--- src/hdl/ccr_pkg.sv ---
package ccr_pkg;

  // ----------------------------------------------------------------
  // Register map (index kept, byte address is four times the index)
  // ----------------------------------------------------------------
  localparam logic [7:0] IDX_CONTROL = 8'h00;
  localparam logic [7:0] IDX_RESULT = 8'h01;
  localparam logic [7:0] IDX_IRQ_STATUS = 8'h02;
  localparam logic [7:0] IDX_IRQ_CLEAR = 8'h03;
  localparam logic [7:0] IDX_IRQ_ENABLE = 8'h04;
  localparam int ADDR_W = 8;
  localparam logic [ADDR_W-1:0] ADDR_CONTROL = ADDR_W'(4 * IDX_CONTROL);
  localparam logic [ADDR_W-1:0] ADDR_RESULT = ADDR_W'(4 * IDX_RESULT);
  localparam logic [ADDR_W-1:0] ADDR_IRQ_STATUS = ADDR_W'(4 * IDX_IRQ_STATUS);
  localparam logic [ADDR_W-1:0] ADDR_IRQ_CLEAR = ADDR_W'(4 * IDX_IRQ_CLEAR);
  localparam logic [ADDR_W-1:0] ADDR_IRQ_ENABLE = ADDR_W'(4 * IDX_IRQ_ENABLE);

  // ----------------------------------------------------------------
  // Fields and reset values
  // ----------------------------------------------------------------
  localparam int CONTROL_W = 8;
  localparam int RESULT_W = 16;
  localparam int MODE_LSB = 0;
  localparam int MODE_W = 2;
  localparam logic [MODE_W-1:0] MODE_CONTINUOUS = 2'h3;
  localparam logic [CONTROL_W-1:0] CONTROL_RESET = 8'h00;
  localparam logic [RESULT_W-1:0] RESULT_RESET = 16'h0000;
  localparam int IRQ_READY_BIT = 0;
  localparam int IRQ_DISCARD_BIT = 1;
  localparam int IRQ_W = 2;
  localparam logic [1:0] RESP_OKAY = 2'h0;
  localparam logic [1:0] RESP_SLVERR = 2'h2;

  // ----------------------------------------------------------------
  // Timing
  // ----------------------------------------------------------------
  localparam int CLK_PERIOD_NS = 100;
  localparam int CORRECTION_PERIOD_NS = 1000;
  localparam int CORRECTION_CYCLES =
    (CORRECTION_PERIOD_NS + CLK_PERIOD_NS - 1) / CLK_PERIOD_NS;
  localparam int CONVERSION_CYCLES = 64;

  typedef enum logic [2:0]
  {
    ST_IDLE = 3'h1,
    ST_CONVERT = 3'h2,
    ST_CORRECT = 3'h4
  } ccr_state_type;

  typedef struct packed
  {
    logic discard;
    logic ready;
  } ccr_irq_type;

endpackage : ccr_pkg

--- src/hdl/ccr_top.sv ---
// Decided for this implementation: register access over AXI4-Lite.
`timescale 1ns/1ps
// Behaviour
// - At each finished conversion the ready pin falls from high to low.
// - Reading result index 0x1 returns the ready pin high; conversion continues.
// - While a presented result stays unread the ready pin stays low.
// - Unread result: pin rises at next raw conversion end, old result discarded.
// - After the raw end, wait the correction period, then pin falls again.
// - Every unread newer result is discarded likewise; only the latest is kept.
module ccr_top #(
  parameter int CONV_CYCLES = ccr_pkg::CONVERSION_CYCLES
) (
  input wire logic clk_sys, // System clock, 10 MHz
  input wire logic reset, // Synchronous reset, active high
  input wire logic [ccr_pkg::RESULT_W-1:0] raw_sample, // Modulator word at raw end
  input wire logic [ccr_pkg::ADDR_W-1:0] s_axi_awaddr, // Write address
  input wire logic s_axi_awvalid, // Write address valid
  output logic s_axi_awready, // Write address ready
  input wire logic [31:0] s_axi_wdata, // Write data
  input wire logic [3:0] s_axi_wstrb, // Write byte strobes
  input wire logic s_axi_wvalid, // Write data valid
  output logic s_axi_wready, // Write data ready
  output logic [1:0] s_axi_bresp, // Write response
  output logic s_axi_bvalid, // Write response valid
  input wire logic s_axi_bready, // Write response ready
  input wire logic [ccr_pkg::ADDR_W-1:0] s_axi_araddr, // Read address
  input wire logic s_axi_arvalid, // Read address valid
  output logic s_axi_arready, // Read address ready
  output logic [31:0] s_axi_rdata, // Read data
  output logic [1:0] s_axi_rresp, // Read response
  output logic s_axi_rvalid, // Read data valid
  input wire logic s_axi_rready, // Read data ready
  output logic serial_out_ready_low, // Low while a new result waits
  output logic irq // Level interrupt
);

  localparam int CAL_N = ccr_pkg::CORRECTION_CYCLES;
  // Pin is sampled high on the two edges after the raw end and low one edge after the correction window ends
  localparam int CAL_GAP = CAL_N - 1;

  // ----------------------------------------------------------------
  // Registers and state
  // ----------------------------------------------------------------
  logic [ccr_pkg::CONTROL_W-1:0] control_r;
  logic [ccr_pkg::RESULT_W-1:0] result_r;
  logic [ccr_pkg::RESULT_W-1:0] raw_hold_r;
  ccr_pkg::ccr_irq_type status_r;
  ccr_pkg::ccr_irq_type enable_r;
  ccr_pkg::ccr_state_type state_r;
  logic [15:0] conv_cnt_r;
  logic [15:0] cal_cnt_r;
  logic pending_r;
  logic [ccr_pkg::ADDR_W-1:0] awaddr_r;
  logic aw_have_r;
  logic [31:0] wdata_r;
  logic [3:0] wstrb_r;
  logic w_have_r;

  logic continuous;
  logic raw_end;
  logic corr_done;
  logic wr_go;
  logic rd_go;
  logic rd_result;
  ccr_pkg::ccr_irq_type clear_bits;
  logic irq_src;

  assign continuous = control_r[ccr_pkg::MODE_LSB +: ccr_pkg::MODE_W] == ccr_pkg::MODE_CONTINUOUS;
  assign raw_end = (state_r != ccr_pkg::ST_IDLE) && (conv_cnt_r == 16'(CONV_CYCLES - 1));
  assign corr_done = (state_r == ccr_pkg::ST_CORRECT) && (cal_cnt_r == 16'(CAL_N - 1));
  assign wr_go = aw_have_r && w_have_r && !s_axi_bvalid;
  assign rd_go = s_axi_arvalid && s_axi_arready;
  assign rd_result = rd_go && (s_axi_araddr == ccr_pkg::ADDR_RESULT);
  assign clear_bits = (wr_go && awaddr_r == ccr_pkg::ADDR_IRQ_CLEAR && wstrb_r[0])
    ? ccr_pkg::ccr_irq_type'(wdata_r[ccr_pkg::IRQ_W-1:0]) : '0;
  // Registered below so the interrupt pin comes straight off a flip-flop, one cycle late
  assign irq_src = |(status_r & enable_r);

  // ----------------------------------------------------------------
  // Write channel
  // ----------------------------------------------------------------
  // Address and data are taken in either order and held until both are in
  always_ff @(posedge clk_sys)
  begin
    if (reset)
    begin
      s_axi_awready <= 1'b0;
      s_axi_wready <= 1'b0;
      aw_have_r <= 1'b0;
      w_have_r <= 1'b0;
      awaddr_r <= '0;
      wdata_r <= 32'h00000000;
      wstrb_r <= 4'h0;
      s_axi_bvalid <= 1'b0;
      s_axi_bresp <= ccr_pkg::RESP_OKAY;
    end
    else
    begin
      s_axi_awready <= !aw_have_r && !(s_axi_awvalid && s_axi_awready);
      s_axi_wready <= !w_have_r && !(s_axi_wvalid && s_axi_wready);
      if (s_axi_awvalid && s_axi_awready)
      begin
        aw_have_r <= 1'b1;
        awaddr_r <= s_axi_awaddr;
      end
      if (s_axi_wvalid && s_axi_wready)
      begin
        w_have_r <= 1'b1;
        wdata_r <= s_axi_wdata;
        wstrb_r <= s_axi_wstrb;
      end
      if (wr_go)
      begin
        aw_have_r <= 1'b0;
        w_have_r <= 1'b0;
        s_axi_bvalid <= 1'b1;
        case (awaddr_r)
          ccr_pkg::ADDR_CONTROL, ccr_pkg::ADDR_IRQ_CLEAR, ccr_pkg::ADDR_IRQ_ENABLE:
            s_axi_bresp <= ccr_pkg::RESP_OKAY;
          default:
            s_axi_bresp <= ccr_pkg::RESP_SLVERR;
        endcase
      end
      else if (s_axi_bvalid && s_axi_bready)
      begin
        s_axi_bvalid <= 1'b0;
      end
    end
  end

  always_ff @(posedge clk_sys)
  begin
    if (reset)
    begin
      control_r <= ccr_pkg::CONTROL_RESET;
      enable_r <= '0;
    end
    else if (wr_go && wstrb_r[0])
    begin
      if (awaddr_r == ccr_pkg::ADDR_CONTROL)
        control_r <= wdata_r[ccr_pkg::CONTROL_W-1:0];
      if (awaddr_r == ccr_pkg::ADDR_IRQ_ENABLE)
        enable_r <= ccr_pkg::ccr_irq_type'(wdata_r[ccr_pkg::IRQ_W-1:0]);
    end
  end

  // ----------------------------------------------------------------
  // Read channel
  // ----------------------------------------------------------------
  always_ff @(posedge clk_sys)
  begin
    if (reset)
    begin
      s_axi_arready <= 1'b0;
      s_axi_rvalid <= 1'b0;
      s_axi_rdata <= 32'h00000000;
      s_axi_rresp <= ccr_pkg::RESP_OKAY;
    end
    else
    begin
      s_axi_arready <= !s_axi_rvalid && !rd_go;
      if (rd_go)
      begin
        s_axi_rvalid <= 1'b1;
        s_axi_rresp <= ccr_pkg::RESP_OKAY;
        case (s_axi_araddr)
          ccr_pkg::ADDR_CONTROL: s_axi_rdata <= 32'(control_r);
          ccr_pkg::ADDR_RESULT: s_axi_rdata <= 32'(result_r);
          ccr_pkg::ADDR_IRQ_STATUS: s_axi_rdata <= 32'(status_r);
          ccr_pkg::ADDR_IRQ_ENABLE: s_axi_rdata <= 32'(enable_r);
          default:
          begin
            s_axi_rdata <= 32'h00000000;
            s_axi_rresp <= ccr_pkg::RESP_SLVERR;
          end
        endcase
      end
      else if (s_axi_rvalid && s_axi_rready)
      begin
        s_axi_rvalid <= 1'b0;
      end
    end
  end

  // ----------------------------------------------------------------
  // Conversion sequencer
  // ----------------------------------------------------------------
  // The modulator keeps converting while a result waits; the host must read
  // before the next raw conversion end, the conversion period less the correction period, or the result is lost.
  always_ff @(posedge clk_sys)
  begin
    if (reset)
    begin
      state_r <= ccr_pkg::ST_IDLE;
      conv_cnt_r <= 16'h0000;
      cal_cnt_r <= 16'h0000;
      raw_hold_r <= ccr_pkg::RESULT_RESET;
    end
    else
    begin
      if (state_r == ccr_pkg::ST_IDLE || raw_end)
        conv_cnt_r <= 16'h0000;
      else
        conv_cnt_r <= conv_cnt_r + 16'h0001;
      if (raw_end)
        raw_hold_r <= raw_sample;
      unique case (state_r)
        ccr_pkg::ST_IDLE:
          if (continuous)
            state_r <= ccr_pkg::ST_CONVERT;
        ccr_pkg::ST_CONVERT:
          if (raw_end)
          begin
            state_r <= ccr_pkg::ST_CORRECT;
            cal_cnt_r <= 16'h0000;
          end
          else if (!continuous)
            state_r <= ccr_pkg::ST_IDLE;
        ccr_pkg::ST_CORRECT:
          // Correction always runs to its end so every result gets the same delay
          if (corr_done)
            state_r <= continuous ? ccr_pkg::ST_CONVERT : ccr_pkg::ST_IDLE;
          else
            cal_cnt_r <= cal_cnt_r + 16'h0001;
        // A corrupted state code falls back to idle
        default:
          state_r <= ccr_pkg::ST_IDLE;
      endcase
    end
  end

  // ----------------------------------------------------------------
  // Result register and ready pin
  // ----------------------------------------------------------------
  always_ff @(posedge clk_sys)
  begin
    if (reset)
    begin
      result_r <= ccr_pkg::RESULT_RESET;
      pending_r <= 1'b0;
      serial_out_ready_low <= 1'b1;
    end
    else if (corr_done)
    begin
      result_r <= raw_hold_r;
      pending_r <= 1'b1;
      serial_out_ready_low <= 1'b0;
    end
    else if (raw_end && pending_r)
    begin
      pending_r <= 1'b0;
      serial_out_ready_low <= 1'b1;
    end
    else if (rd_result)
    begin
      pending_r <= 1'b0;
      serial_out_ready_low <= 1'b1;
    end
  end

  // ----------------------------------------------------------------
  // Interrupts
  // ----------------------------------------------------------------
  // Set wins over a clear in the same cycle
  always_ff @(posedge clk_sys)
  begin
    if (reset)
    begin
      status_r <= '0;
      irq <= 1'b0;
    end
    else
    begin
      status_r.ready <= corr_done || (status_r.ready && !clear_bits.ready);
      status_r.discard <= (raw_end && pending_r) || (status_r.discard && !clear_bits.discard);
      irq <= irq_src;
    end
  end

  // ----------------------------------------------------------------
  // Assertions
  // ----------------------------------------------------------------
  ready_fall_a: assert property (@(posedge clk_sys) disable iff (reset)
    corr_done |=> !serial_out_ready_low && pending_r)
    else $error("ready pin did not fall after correction");

  read_release_a: assert property (@(posedge clk_sys) disable iff (reset)
    (rd_result && !corr_done) |=> serial_out_ready_low)
    else $error("ready pin not released after result read");

  hold_low_a: assert property (@(posedge clk_sys) disable iff (reset)
    (!serial_out_ready_low && !rd_result && !raw_end) |=> !serial_out_ready_low)
    else $error("ready pin rose while result unread");

  discard_raise_a: assert property (@(posedge clk_sys) disable iff (reset)
    (raw_end && pending_r) |=> serial_out_ready_low && status_r.discard)
    else $error("unread result not discarded at raw end");

  corr_wait_a: assert property (@(posedge clk_sys) disable iff (reset)
    raw_end |=> serial_out_ready_low [*2] ##CAL_GAP !serial_out_ready_low)
    else $error("ready pin timing after raw end wrong");

  latest_kept_a: assert property (@(posedge clk_sys) disable iff (reset)
    corr_done |=> result_r == $past(raw_hold_r))
    else $error("result register does not hold latest conversion");

  corr_fixed_a: assert property (@(posedge clk_sys) disable iff (reset)
    raw_end |-> ##CAL_N corr_done)
    else $error("correction period not fixed");

  mode_start_a: assert property (@(posedge clk_sys) disable iff (reset)
    (state_r == ccr_pkg::ST_IDLE && continuous) |=> state_r == ccr_pkg::ST_CONVERT)
    else $error("continuous mode did not start converting");

  irq_level_a: assert property (@(posedge clk_sys) disable iff (reset)
    ##1 irq == $past(irq_src))
    else $error("interrupt level mismatch");

  bresp_hold_a: assert property (@(posedge clk_sys) disable iff (reset)
    (s_axi_bvalid && !s_axi_bready) |=> s_axi_bvalid && $stable(s_axi_bresp))
    else $error("write response dropped before taken");

  rdata_hold_a: assert property (@(posedge clk_sys) disable iff (reset)
    (s_axi_rvalid && !s_axi_rready) |=> s_axi_rvalid && $stable(s_axi_rdata))
    else $error("read data dropped before taken");

  aw_refuse_a: assert property (@(posedge clk_sys) disable iff (reset)
    aw_have_r |-> !s_axi_awready)
    else $error("write address accepted while one is held");

  result_stable_a: assert property (@(posedge clk_sys) disable iff (reset)
    !corr_done |=> $stable(result_r))
    else $error("result register changed outside correction end");

  result_seen_c: cover property (@(posedge clk_sys) disable iff (reset) corr_done);
  result_read_c: cover property (@(posedge clk_sys) disable iff (reset) rd_result && pending_r);
  discard_c: cover property (@(posedge clk_sys) disable iff (reset) raw_end && pending_r);
  irq_seen_c: cover property (@(posedge clk_sys) disable iff (reset) irq);
  mode_stop_c: cover property (@(posedge clk_sys) disable iff (reset)
    state_r == ccr_pkg::ST_CONVERT && !continuous);

endmodule : ccr_top

--- config.mk ---
export PLATFORM = sky130hd
export DESIGN_NAME = ccr_top
export DESIGN_NICKNAME = d
export VERILOG_FILES = /design/src/hdl/ccr_pkg.sv /design/src/hdl/ccr_top.sv
export SDC_FILE = /design/constraint.sdc
export NUM_CORES = 1
export LEC_CHECK = 0
export BUFFER_PORTS_ARGS = -buffer_cell sky130_fd_sc_hd__buf_2
export CORE_ASPECT_RATIO = 1.5
export CORE_MARGIN = 5
export CORE_UTILIZATION = 53
export DETAILED_ROUTE_END_ITERATION = 8
export PLACE_DENSITY = 0.9
export SLEW_MARGIN = 20
export SYNTH_ARGS = -nofsm -noshare
export SYNTH_HDL_FRONTEND = slang
export SYNTH_SLANG_ARGS = --single-unit
--- constraint.sdc ---
create_clock -name clk_sys -period 3 [get_ports clk_sys]
set_input_delay 0.15 -clock clk_sys [delete_from_list [all_inputs] [get_ports clk_sys]]
set_output_delay 0.15 -clock clk_sys [all_outputs]
set_load 0.005 [all_outputs]
After elaboration in Yosys (flattened, before gate mapping)

Index checks and enable logic that the tools add are counted.

Register bits: 142
Input port bits: 75
Output and inout port bits: 43

Add/sub/neg operators: 2
Equal/unequal tests: 17
Muxes and demuxes: 23
Bitwise gates (word level): 1
Reduce and logical (&&, ||, !) cells: 46

Operators by type and width:

| kind                                                                   | number |
|---|---|
| 16-bit case mux with 4 select lines                                    | 1 |
| 16-bit by 1-bit adder with 16-bit output, second input constant        | 2 |
| 16-bit two-way mux                                                     | 2 |
| 16-bit case mux with 2 select lines                                    | 1 |
| 1-bit logical AND                                                      | 19 |
| 16-bit by 4-bit equality test with 1-bit output, second input constant | 1 |
| 16-bit by 6-bit equality test with 1-bit output, second input constant | 1 |
| 8-bit by 4-bit equality test with 1-bit output, second input constant  | 2 |
| 8-bit by 5-bit equality test with 1-bit output, second input constant  | 2 |
| 8-bit logical NOT                                                      | 2 |
| 3-bit two-way mux                                                      | 4 |
| 1-bit two-way mux                                                      | 10 |
| 1-bit logical NOT                                                      | 9 |
| 3-bit case mux with 3 select lines                                     | 1 |
| 8-bit by 3-bit equality test with 1-bit output, second input constant  | 1 |
| 2-bit two-way mux                                                      | 4 |
| 2-bit != test, second input constant                                   | 4 |
| 3-bit AND reduction                                                    | 2 |
| 2-bit nonzero test                                                     | 3 |
| 2-bit OR reduction                                                     | 3 |
| 2-bit AND reduction                                                    | 2 |
| 4-bit OR reduction                                                     | 1 |
| 3-bit by 1-bit equality test with 1-bit output, second input constant  | 1 |
| 3-bit by 2-bit equality test with 1-bit output, second input constant  | 1 |
| other kinds (8)                                                        | 10 |

Depth between registers and ports, before layout

Gate-level depths: netlist (run 1).

Depth in word-level cells: 8
Mapped depth: 8
Depth with buffers taken out: 7

Least setup slack after synthesis (run 1)

No wires, ideal clock.

Path kind: reg-to-reg
From: register awaddr_r[0] in the netlist's numbering
To: register enable_r[0] in the netlist's numbering
Setup time: 128 ps
Arrival time: 1935 ps
Path slack: 938 ps
Stages on the path, launching flop included: 6
Buffers on the path: 0
Path through: dfxtp_1 or4_4 or3_4 or4b_4 mux2i_1 nor2_1

Longest elaborated chain between the ends: 2

RTL lines:

| element                                        | RTL line       | source |
|---|---|---|
| start, declared                                | ccr_top.sv:53  | `logic [ccr_pkg::ADDR_W-1:0] awaddr_r;` |
| start signal, assigned                         | ccr_top.sv:104 | `awaddr_r <= s_axi_awaddr;` |
| 8-bit by 5-bit equality test with 1-bit output | ccr_top.sv:142 | `if (awaddr_r == ccr_pkg::ADDR_IRQ_ENABLE)` |
| 2-bit AND reduction (no line)                  | n/a            |  |
| end signal, assigned                           | ccr_top.sv:143 | `enable_r <= ccr_pkg::ccr_irq_type'(wdata_r[ccr_pkg::IRQ_W-1:0]);` |
| end, declared                                  | ccr_top.sv:48  | `ccr_pkg::ccr_irq_type enable_r;` |

Every way passes these cells.
A chain may end at the register's enable or synchronous reset.

Worst setup path after layout (run 1)

From: register conv_cnt_r[10]
To: register cal_cnt_r[6]

Longest elaborated chain between the ends: 4

RTL lines:

| element                                         | RTL line       | source |
|---|---|---|
| start, declared                                 | ccr_top.sv:50  | `logic [15:0] conv_cnt_r;` |
| start signal, assigned                          | ccr_top.sv:204 | `conv_cnt_r <= conv_cnt_r + 16'h0001;` |
| 16-bit by 6-bit equality test with 1-bit output | ccr_top.sv:69  | `assign raw_end = (state_r != ccr_pkg::ST_IDLE) && (conv_cnt_r == 16'(CONV_CYCLES - 1));` |
| 1-bit logical AND                               | ccr_top.sv:69  |  |
| 2-bit != test (no line)                         | n/a            |  |
| 3-bit AND reduction (no line)                   | n/a            |  |
| end signal, assigned                            | ccr_top.sv:224 | `cal_cnt_r <= cal_cnt_r + 16'h0001;` |
| end, declared                                   | ccr_top.sv:51  | `logic [15:0] cal_cnt_r;` |

Every way passes these cells.

==> metrics list, run 1 <==
- Status: complete, no violations
- Counting both buffers and inverters, the worst setup path holds a total of 0.
- Period utilisation layout: 83.0%
* FP Rows: 43
- The total overflow left after global routing is 0.
- Slew Viols, Final: 0
- Instance count after placement with tap cells included: 741
- Clock tree synthesis found a total of ~120 sinks.
- Summing over every cut layer, the via total after detailed routing is 4,732.
- Maximum fanout along the worst path: 14
- Highest-count cells in the layout ignoring fill and taps: sky130_fd_sc_hd__dfxtp_1, sky130_fd_sc_hd__nand2_1, sky130_fd_sc_hd__nor2_1
- Walking the worst path, the cells encountered are or4_4 > nor4_2 > nand2_1 > nand2b_1 > nor2_1.
- Static timing analysis puts the maximum clock frequency at 0.402 GHz.
- Transition at the pin with the smallest max-transition slack: around 0.8 ns
- Number of standard cells after synthesis: 577
* Setup repair after global routing missed its margin: false
- Root Buffer: sky130_fd_sc_hd__clkbuf_16
- Data on the critical path is required at its endpoint by 3.28 ns.
- Dividing the synthesized area by the synthesized cell count gives 8.78 um2.
- 1st-iter DRT viols: 517
- In the synthesized netlist the async set-or-reset flop fraction comes to 0%.
- In this run the critical register-to-register path is launched from conv_cnt_r[10].
* Synth Cell Area: 5070 um2
- For flop-to-flop paths, the worst setup slack is between 0.5 and 0.6 ns.
* Maximum number of buffers from clock root to sink: 2
- Post-layout utilization of the core: 68.4%
- Sorting the synthesized cells by area gives the leading types as sky130_fd_sc_hd__dfxtp_1, sky130_fd_sc_hd__mux2i_1, sky130_fd_sc_hd__nand2_1.
- HP Start: s_axi_wdata[4]
- In this design, the largest share of critical-path delay is due to simple AND/OR/NAND/NOR gates.
- Initial antenna violation count: 0
* Slowest cell on the critical path: sky130_fd_sc_hd__or4_4
- Count of filler cells inserted in the layout: 620
- Top-Level Pins: around 120
- Buffers placed on the I/O ports in this run total between 70 and 80.
- Number of warning messages in the yosys log: 0
* Number of synthesized flops with an enable pin: 0
- CP peak stage delay: between 0.5 and 0.6 ns
- Of all cell types, the one taking the most synthesized area is sky130_fd_sc_hd__dfxtp_1.
- The first global-routing pass estimated 23,500 um of wire.
- Pin count of the biggest net entering global routing: 82
- Clock latency at the later pin of the worst-skew pair: 0.42 ns
- The tightest hold path in the finished design has a slack of 0.000972 ns.
* Vias in the first global route: approximately 5,000
* Crit path launch type: register
- Worst clock skew: ~0.01 ns
- The core region is 9310 um2.
- The H-tree was split into 4 levels.
- Residual DRC: 0
- Total track usage: 24.9%
- The first detailed-routing pass ran for 5 iterations.
- Top-area cell type share of the netlist area: roughly 49%
- Path type of the worst min-delay path: in -> reg
- Final Non-Filler Cells: 804
- Seq/Total Area, Yosys: roughly half
- Counting flops and latches in the post-synthesis netlist gives roughly 120.
* # resized after CTS: 0
- Depth of the worst hold-timing path: 3
- Minimum period implied by the final worst setup slack: 2.49 ns
* Number of clock buffers inserted by TritonCTS: 17
* Area growth syn-to-layout: 25.6%
* Most common cell after layout, fill and taps aside: sky130_fd_sc_hd__dfxtp_1
* Net count, final: around 760
- Measured along the y axis, the die boundary spans 130 um.
* RePlAce Congestion: 0.795
- Counting distinct cell types in the post-synthesis netlist gives 51.
- In the final routed layout, each cell accounts on average for 17.8 um.
- The tool flagged a number of max-cap violations equal to 0.
- Average via count per standard cell: 5.89
- The worst setup path is captured at a register.
- Hold Path Sink: wdata_r[4]
* Total power: approximately 3.9 mW
- IR drop worst, VDD: 0.000581 V
- Commonest register cell after synthesis: sky130_fd_sc_hd__dfxtp_1
- Summed over all layers, the routed wires come to about 14,000 um.
- In this run the horizontal extent of the chip is between 80 and 90 um.
- For this design the ratio of total power to cell area is 618 nW/um2.
- R2R cell count: 5
- The number of antenna diodes in the final layout is 0.
* Type of the setup path with the least slack: reg -> reg
- TritonCTS clock tree: done
- Area of the multi-input gates: 2390 um2
- CTS clk-pin slew, worst paths: 0.06 ns
- Data arrives at the worst endpoint at 2.77 ns.
- Once detailed placement completed, the half-perimeter wirelength came to 8160 um.
- In this run the remaining antenna-violating nets after routing total 0.
- Setup violations remaining at the end of the flow were counted as 0.
- Initial standard-cell utilization of the core: 54.4%
* Die Outline Area: 11,700 um2
- Reg-to-Reg End: cal_cnt_r[6]
- Final TNS setup: 0 ns
- FF+latch area: 2480 um2
- The count of final hold-check violations came to 0.
* Remaining max-slew budget at the tightest pin: 45.9%
- The post-route netlist has 17.6% of its cells at a drive strength greater than 1.
- Leak pwr: 2.40 nW
-- cell type report --
class / instances / share of cell area (%)
sequential: 124 / 39.0
multi-input combinational: 418 / 37.5
timing repair buffer: 109 / 11.2
clock buffer: 22 / 7.29
tap: 112 / 2.20
clock inverter: 10 / 2.18
inverter: 9 / 0.531
-- worst max-delay path by stage --
| stage | startpoint | to | slack, ns | cells past startpoint |
|---|---|---|---|---|
| 2_1_floorplan | awaddr_r[0] | enable_r[0] | 0.94 | 5 |
| 3_3_place_gp | conv_cnt_r[6] | raw_hold_r[4] | 0.73 | 5 |
| 3_5_place_dp | conv_cnt_r[6] | cal_cnt_r[5] | 0.68 | 5 |
| 4_1_cts | conv_cnt_r[6] | cal_cnt_r[5] | 0.60 | 5 |
| 5_1_grt | conv_cnt_r[0] | cal_cnt_r[9] | 0.33 | 6 |
| 6_report | conv_cnt_r[10] | cal_cnt_r[6] | 0.51 | 5 |
-- synthesized netlist by cell type, types with 8 or more instances --
cell type / n
sky130_fd_sc_hd__buf_4: 19
sky130_fd_sc_hd__xor2_1: 12
sky130_fd_sc_hd__clkbuf_1: 17
sky130_fd_sc_hd__dfxtp_1: 124
sky130_fd_sc_hd__a22oi_1: 11
sky130_fd_sc_hd__nand2_1: 88
sky130_fd_sc_hd__inv_1: 9
sky130_fd_sc_hd__o21ai_0: 13
sky130_fd_sc_hd__nor3_1: 10
sky130_fd_sc_hd__or3_1: 8
sky130_fd_sc_hd__nor2_1: 74
sky130_fd_sc_hd__nand4_1: 8
sky130_fd_sc_hd__nand3_1: 17
sky130_fd_sc_hd__mux2i_1: 33
sky130_fd_sc_hd__xnor2_1: 10
sky130_fd_sc_hd__a21oi_1: 51
-- worst register-to-register path: stages, from the launching register on --
cell and delay [ns]:
sky130_fd_sc_hd__dfxtp_1 0.37, sky130_fd_sc_hd__or4_4 0.58, sky130_fd_sc_hd__nor4_2 0.57, sky130_fd_sc_hd__nand2_1 0.25
sky130_fd_sc_hd__nand2b_1 0.48, sky130_fd_sc_hd__nor2_1 0.11
-- where the power goes --
| part | switching [mW] | total (mW) | internal [mW] |
|---|---|---|---|
| combinational | 0.0882 | 0.163 | 0.0748 |
| clock | 0.739 | 2.09 | 1.35 |
| sequential | 0.0163 | 1.68 | 1.67 |
-- metal layers --
metal  track usage [%]  vias up  wire length, um
met2              45.0      288             7510
met5                 0        -                0
met4              16.2        0              669
met3              7.32       75             1180
met1              24.9     2215             4940
li1                  -     2154                -
-- what timing repair did --
| action | in CTS | in global routing |
|---|---|---|
| hold endpoints to repair | 31 | 0 |
| buffers inserted | 0 | 0 |
| hold buffers | 31 | 0 |
-- sequential cells by signal, summed over array words and instances, names as in the netlist, 2 cells and up --
name         count
cal_cnt_r       16
awaddr_r         8
result_r        16
conv_cnt_r      16
control_r        8
state_r          3
wdata_r          8
s_axi_rdata     16
status_r         2
enable_r         2
raw_hold_r      16
-- stage by stage --
| step | worst slack (ns) | cell area, um2 |
|---|---|---|
| 2_1_floorplan | 0.938 | 5130 |
| 5_1_grt | 0.333 | 6360 |
| 3_3_place_gp | 0.729 | 5450 |
| 6_report | 0.511 | 6360 |
| 4_1_cts | 0.600 | 6360 |
| 3_5_place_dp | 0.681 | 5450 |
-- cell families after synthesis --
| kind of cell | after synthesis | synth area share, % |
|---|---|---|
| compound gates | 89 | 10.3 |
| xor+xnor | 22 | 3.80 |
| fa+ha+maj | 4 | 0.938 |
| buf+inv | 52 | 5.38 |
| flops | 124 | 49.0 |
| mux | 33 | 6.52 |
| other cells | 1 | 0.0740 |
| simple gates | 252 | 24.0 |
(Power assumes the default switching activity.)
==> inputs of run 2 (changes only) <==
Clock period 3 ns to 2.35 ns, I/O delays scaled along.
==> run 2 against run 1 <==
  * Flip-flop and latch count unchanged
  * Register-to-register slack worse by 0.42 ns
  * Critical path type unchanged
  * Global-route usage up 0.37 points
  * Clock power up 20%
  * Non-clock buffer count up 9
  * Final cell count up 1.1%
  * Die area unchanged
  * Worst hold slack better by 0.012 ns
  * First-iteration DRC count up 3.7%
  * Critical endpoint is now cal_cnt_r[11]
  * Sequential power up 28%
==> metrics list, run 2 (same netlist as run 1, synthesis figures left out) <==
- Area growth syn-to-layout: 27.0% (was 25.6%)
- The number of DRC violations after detailed-routing iteration 0 came to 536 (was 517).
* Total track usage: 25.3% (was 24.9%)
* Minimum period implied by the final worst setup slack: 2.25 ns (was 2.49 ns)
- The fraction of layout instances using a drive strength above 1 is 18.5% (was 17.6%).
- Wire length of the first global-routing pass: 23,700 um (was 23,500 um)
- The detailed-router iteration count before antenna repair is 6 (was 5).
- Average via count per standard cell: 5.94 (was 5.89)
* Pin count of the biggest net entering global routing: 81 (was 82)
* Worst Setup End Kind: register (unchanged)
- Transition at the pin with the smallest max-transition slack: 0.765 ns (was 0.812 ns)
- Highest-count cells in the layout ignoring fill and taps: sky130_fd_sc_hd__dfxtp_1, sky130_fd_sc_hd__nand2_1, sky130_fd_sc_hd__nor2_1 (unchanged).
* Fmax achieved: 0.444 GHz (was 0.402 GHz)
- The worst clock skew came to 0.0129 ns (was 0.0100 ns).
- The launch instance of the worst register-to-register path was conv_cnt_r[6] (was conv_cnt_r[10]).
- Average detailed-routed wire length per instance: 17.9 um (was 17.8 um)
- Slowest cell on the critical path: sky130_fd_sc_hd__or4_4 (unchanged)
- Clock Sink Count: 124 (unchanged)
* Clock latency at the later pin of the worst-skew pair: 0.43 ns (was 0.42 ns)
- Endpoint arrival time on the critical path: 2.60 ns (was 2.77 ns)
- The worst-case headroom to the max-slew limit was 49.0% (was 45.9%).
* Root Buffer: sky130_fd_sc_hd__clkbuf_16 (unchanged)
- Slew Viols, Final: 0 (unchanged)
- Total wire length: 14,500 um (was 14,300 um)
- HP Start: s_axi_arvalid (was s_axi_wdata[4])
* Y dimension of the die: 130 um (unchanged)
* CTS clk-pin slew, worst paths: 0.06 ns (about the same)
* Remaining antenna violation count: 0 (unchanged)
* Die Outline Area: 11,700 um2 (unchanged)
- The number of global-route vias before repair came to 4,806 (was 4,959).
* FP Rows: 43 (unchanged)
* Count of vias placed by the detailed router: 4,829 (was 4,732)
- The number of H-tree branching levels came to 4 (unchanged).
- Crit-path cells: or4_4 > nor4_4 > a21oi_2 > or4_1 > a21oi_1 (was or4_4 > nor4_2 > nand2_1 > nand2b_1 > nor2_1)
- RePlAce Congestion: 0.845 (was 0.795)
* Maximum number of buffers from clock root to sink: 2 (unchanged)
* Number of clock buffers inserted by TritonCTS: 17 (unchanged)
- Period utilisation layout: 95.9% (was 83.0%)
- Status: complete, no violations (unchanged).
* Leak pwr: 2.43 nW (was 2.40 nW)
- Max-cap violations: 0 (unchanged)
- The global-route met2 utilization came to 44.8% (was 45.0%).
- Maximum fanout along the worst path: 10 (was 14)
- The placeable core region is 9310 um2 (unchanged).
- The number of antenna cells inserted came to 0 (unchanged).
- The worst vdd rail ir drop was 0.000733 V (was 0.000581 V).
- Final setup violation count: 0 (unchanged)
- The maximum single-stage delay on the critical path came to 0.61 ns (was 0.58 ns).
- The class of the worst hold path is in -> reg (unchanged).
* TritonCTS clock tree: done (unchanged)
* Top-Level Pins: 118 (unchanged)
- The routing layer with the top usage in global route was met2 (unchanged).
- The launch point of the critical path was conv_cnt_r[6] (was conv_cnt_r[10]).
* Net count, final: 766 (was 757)
* Power density over the cells: 757 nW/um2 (was 618 nW/um2)
- Final TNS setup: 0 ns (unchanged)
* HPWL after detailed placement: 8170 um (was 8160 um)
- Req. time, crit path: 2.70 ns (was 3.28 ns)
- The category of the most critical setup path is reg -> reg (unchanged).
- Most common cell after layout, fill and taps aside: sky130_fd_sc_hd__dfxtp_1 (unchanged)
- The total power of the final layout was 4.87 mW (was 3.93 mW).
* Initial standard-cell utilization of the core: 54.4% (unchanged)
* Initial antenna violation count: 0 (unchanged)
- Quantity of I/O buffers inserted on ports: 72 (unchanged)
- The number of filler instances in the final layout is 606 (was 620).
- The count of final hold-check violations is 0 (unchanged).
- Setup repair after global routing missed its margin: false (unchanged)
- Residual DRC: 0 (unchanged)
- The routing usage on met3 came to 7.27% (was 7.32%).
* Die Width: 89.8 um (unchanged)
- Met1 layer usage reported by global route: 26.5% (was 24.9%)
- Crit path launch type: register (unchanged)
- Total grt overflow: 0 (unchanged)
[run 2: cell count changes in the layout (fill, tap and decap cells not counted), moves of 2 or more]
cell                            delta
sky130_fd_sc_hd__clkbuf_1          -3
sky130_fd_sc_hd__buf_12            +2
sky130_fd_sc_hd__buf_4             +4
sky130_fd_sc_hd__clkinv_4          +3
sky130_fd_sc_hd__dlygate4sd3_1     +3
sky130_fd_sc_hd__bufinv_16         -2
[run 2: layout make-up]
type	count	area [um2]	share of cell area (%)
flip-flops and latches	124	2480	38.6
repair buffers	118	816	12.7
multi-input cells	418	2390	37.2
clock buffers	19	453	7.04
inverters	9	33.8	0.525
well taps	112	140	2.18
clock inverters	13	118	1.83
[run 2: per-stage QoR]
stage | worst slack, ns | hold WS (ns) | util, % | cells | cell area [um2]
final | 0.0963 | 0.0126 | 69.1 | 813 | 6440
after global placement | 0.228 | 0.360 | 59.3 | 747 | 5520
after global routing | 0.0435 | 0.0117 | 69.1 | 813 | 6440
after CTS | 0.103 | 0.00359 | 69.1 | 813 | 6430
after floorplan | 0.288 | 0.253 | - | 594 | 5130
after detailed placement | 0.200 | 0.367 | 59.3 | 747 | 5520
[run 2: timing repair]
action | 4_1_cts | 5_1_grt
hold endpoints to repair | 34 | 0
endpoints found under the setup margin | 0 | 2
setup buffers | 0 | 0
resized for setup | 0 | 1
hold buffers | 34 | 0
[run 2: final timing paths]
path / to / slack (ns) / cells after the start
worst max-delay path: cal_cnt_r[11] / 0.1 / 5
worst min-delay path: s_axi_rresp[1] / 0.01 / 3
worst max register to register: cal_cnt_r[11] / 0.1 / 5
worst min register to register: s_axi_arready / 0.44 / 1
[run 2: worst max-delay path: cells and delay by family (launching register included)]
kind / cells / cell delay [ns]
AND/OR/NAND/NOR: 3 / 1.47
AO/OA/AOI/OAI: 2 / 0.34
flip-flops: 1 / 0.38
[run 2: metal layers]
metal | vias to the layer above | part of all wire (%)
met3 | 90 | 8.4
met1 | 2241 | 35
met2 | 320 | 51
met4 | 0 | 5.6
met5 | - | 0
li1 | 2178 | -
[run 2: power breakdown]
part           switching [mW]  internal, mW  leakage [nW]
registers              0.0215          2.13          1.00
logic                   0.110         0.101          1.16
clock network            1.01          1.51         0.267
==> inputs of run 3 (changes only) <==
Settings changed: CORE_UTILIZATION 53 to 56, CTS_BUF_LIST set to sky130_fd_sc_hd__clkbuf_8, PLACE_DENSITY 0.9 to 0.94.
==> run 3 against run 2 <==
  * Register-to-register slack improved by 0.04 ns
  * Largest power group is now sequential cells
  * Critical path depth did not move
  * Flip-flop and latch count did not move
  * Largest cell class unchanged
  * Via count decreased by 0.39%
  * Clock power down 31%
  * Global-route usage up 0.91 points
  * First-iteration DRC count shrank 6.9%
  * Clock skew increased by 0.0059 ns
  * Die area down 4.9%
==> metrics list, run 3 (same netlist as run 1, synthesis figures left out) <==
* Quantity of I/O buffers inserted on ports: 72 (unchanged)
- The cell count of the worst reg-to-reg path was 5 (unchanged).
* Die Width: 87.7 um (was 89.8 um)
* Wire length of the first global-routing pass: 22,900 um (was 23,700 um)
* Residual DRC: 0 (unchanged)
* Average via count per standard cell: 5.93 (was 5.94)
- Power density over the cells: 657 nW/um2 (was 757 nW/um2)
- Y dimension of the die: 127 um (was 130 um)
- IR drop worst, VDD: 0.000555 V (was 0.000733 V)
- The share of power burned in registers came to 52.5% (was 44.1%).
- Path type of the worst min-delay path: in -> reg (unchanged)
* HPWL after detailed placement: 8260 um (was 8170 um)
* Hold Path Sink: s_axi_rresp[1] (unchanged)
* Initial standard-cell utilization of the core: 57.4% (was 54.4%)
- Period utilisation layout: 94.0% (was 95.9%)
* Fraction of final layout cells sized beyond drive strength 1: 18.1% (was 18.5%)
- Type of the setup path with the least slack: reg -> reg (unchanged)
* Total power: 4.09 mW (was 4.87 mW)
* Average detailed-routed wire length per instance: 17.8 um (was 17.9 um)
- The number of nets at the end of the flow is 767 (was 766).
- Worst clock skew: 0.0188 ns (was 0.0129 ns)
* Pin count of the biggest net entering global routing: 49 (was 81)
* Maximum number of buffers from clock root to sink: 2 (unchanged)
- The highest achievable clock rate was 0.453 GHz (was 0.444 GHz).
- Status: complete, no violations (unchanged).
* Reg-to-Reg End: enable_r[0] (was cal_cnt_r[11])
- Most common cell after layout, fill and taps aside: sky130_fd_sc_hd__dfxtp_1 (unchanged)
- The total internal power is 3.10 mW (was 3.74 mW).
- The kind of start point of the critical path is a register (unchanged).
- Highest-count cells in the layout ignoring fill and taps: sky130_fd_sc_hd__dfxtp_1, sky130_fd_sc_hd__nand2_1, sky130_fd_sc_hd__nor2_1 (unchanged)
* Clock network fraction of design power: 42.1% (was 51.6%)
- The number of H-tree branching levels was 4 (unchanged).
- Count of filler cells inserted in the layout: 570 (was 606)
- The library cell used as clock root buffer is sky130_fd_sc_hd__clkbuf_8 (was sky130_fd_sc_hd__clkbuf_16).
- The transition time of the tightest slew-check pin came to 0.716 ns (was 0.765 ns).
- TritonCTS clock tree: done (unchanged)
- FP Rows: 42 (was 43)
- The data required time of the worst path is 2.67 ns (was 2.70 ns).
- Length of the first detailed-routing pass in iterations: 6 (unchanged)
- N_diodes: 0 (unchanged)
- RR Startpoint: awaddr_r[0] (was conv_cnt_r[6])
* Share of total power in combinational logic: 5.4% (was 4.3%)
- The cell depth of the worst hold path is 3 (unchanged).
* Slew Viols, Final: 0 (unchanged)
- The vias after detailed routing was 4,810 (was 4,829).
* Total wire length: 14,500 um (about the same)
* Minimum period implied by the final worst setup slack: 2.21 ns (was 2.25 ns)
- The largest fanout on the critical path was 3 (was 10).
* Area growth syn-to-layout: 22.9% (was 27.0%)
- Area of the core region: 8830 um2 (was 9310 um2)
* Clock latency at the later pin of the worst-skew pair: 0.45 ns (was 0.43 ns)
- Final TNS setup: 0 ns (unchanged)
- Clock Sink Count: 124 (unchanged)
- Final number of hold-violating endpoints: 0 (unchanged)
- Number of clock buffers inserted by TritonCTS: 17 (unchanged)
- Setup slack of the worst register-to-register path: 0.14 ns (was 0.1 ns)
* CTS clk-pin slew, worst paths: 0.08 ns (was 0.06 ns)
- Setup repair after global routing missed its margin: false (unchanged)
- The startpoint of the tightest hold check path was s_axi_araddr[5] (was s_axi_arvalid).
* Total track usage: 26.2% (was 25.3%)
- The number of top-level design ports is 118 (unchanged).
- Final setup violation count: 0 (unchanged)
* Leak pwr: 2.35 nW (was 2.43 nW)
- The number of max-capacitance violations reported was 0 (unchanged).
- The final cell utilization of the core came to 70.5% (was 69.1%).
- Net switching share of the total power: 24.1% (was 23.3%)
- 1st-iter DRT viols: 499 (was 536)
- The switching power of the nets is 0.988 mW (was 1.14 mW).
- The element type at the critical path end is a register (unchanged).
- Remaining max-slew budget at the tightest pin: 52.2% (was 49.0%)
- Endpoint arrival time on the critical path: 2.53 ns (was 2.60 ns)
- Remaining antenna violation count: 0 (unchanged)
- Initial antenna violation count: 0 (unchanged)
- The global placer's final weighted congestion is 0.843 (was 0.845).
- Total grt overflow: 0 (unchanged)
* Vias in the first global route: 4,903 (was 4,806)
* Die Outline Area: 11,100 um2 (was 11,700 um2)
## run 3: cell types whose count changed in the layout (fill, tap and decap cells not counted), sizes merged
| cell | previous run | this run |
|---|---|---|
| buf | 84 | 83 |
| clkinv | 6 | 8 |
| clkinvlp | 5 | 2 |
| dlygate4sd3 | 34 | 36 |
## run 3: layout make-up
type / count / area [um2] / area share, %
Inverter: 9 / 33.8 / 0.542
Timing Repair Buffer: 119 / 828 / 13.3
Sequential cell: 124 / 2480 / 39.9
Clock buffer: 19 / 262 / 4.20
Tap cell: 110 / 138 / 2.21
Clock inverter: 12 / 100 / 1.61
Multi-Input combinational cell: 418 / 2380 / 38.3
## run 3: worst max path at each step
stage          depth (start not counted)           from            end  slack (ns)
6_report                               5    awaddr_r[0]    enable_r[0]        0.14
5_1_grt                                6  conv_cnt_r[0]  cal_cnt_r[11]        0.02
4_1_cts                                5    awaddr_r[0]    enable_r[0]        0.16
3_5_place_dp                           5  conv_cnt_r[6]  cal_cnt_r[11]        0.19
3_3_place_gp                           5    awaddr_r[0]    enable_r[0]        0.25
2_1_floorplan                          5    awaddr_r[0]    enable_r[0]        0.29
## run 3: what timing repair did
action                    4_1_cts  5_1_grt
resized for setup               0        0
setup buffers                   0        0
hold endpoints to repair       36        0
hold buffers                   36        0
## run 3: per-layer routing
metal	up-vias	share of wire [%]	GRT usage, %
met1	2272	35	26.5
met3	84	7.8	6.10
met2	287	52	46.7
li1	2167	-	-
met5	-	0	0
met4	0	5.5	16.9
## run 3: power groups by stage
stage | sequential (mW) | combinational, mW | clock (mW)
floorplan | 2.19 | 0.112 | 0
global placement | 2.19 | 0.157 | 0
detailed placement | 2.19 | 0.163 | 0
CTS | 2.15 | 0.211 | 1.71
global route | 2.15 | 0.240 | 1.82
finish | 2.15 | 0.222 | 1.72
## run 3: worst max-delay path, stage by stage (launching register included)
cell,delay [ns]
sky130_fd_sc_hd__dfxtp_1,0.31
sky130_fd_sc_hd__or4_4,0.55
sky130_fd_sc_hd__or3_4,0.40
sky130_fd_sc_hd__or4b_4,0.55
sky130_fd_sc_hd__mux2i_1,0.21
sky130_fd_sc_hd__nor2_1,0.07
## run 3: stage by stage
stage                     setup slack (ns)  cells  hold WS (ns)  instance area (um2)
after floorplan                      0.288    594         0.253                 5130
after global placement               0.246    744         0.359                 5510
after detailed placement             0.193    744         0.367                 5510
after CTS                            0.161    811        0.0288                 6230
after global routing                0.0208    811        0.0518                 6230
final                                0.141    811        0.0447                 6230
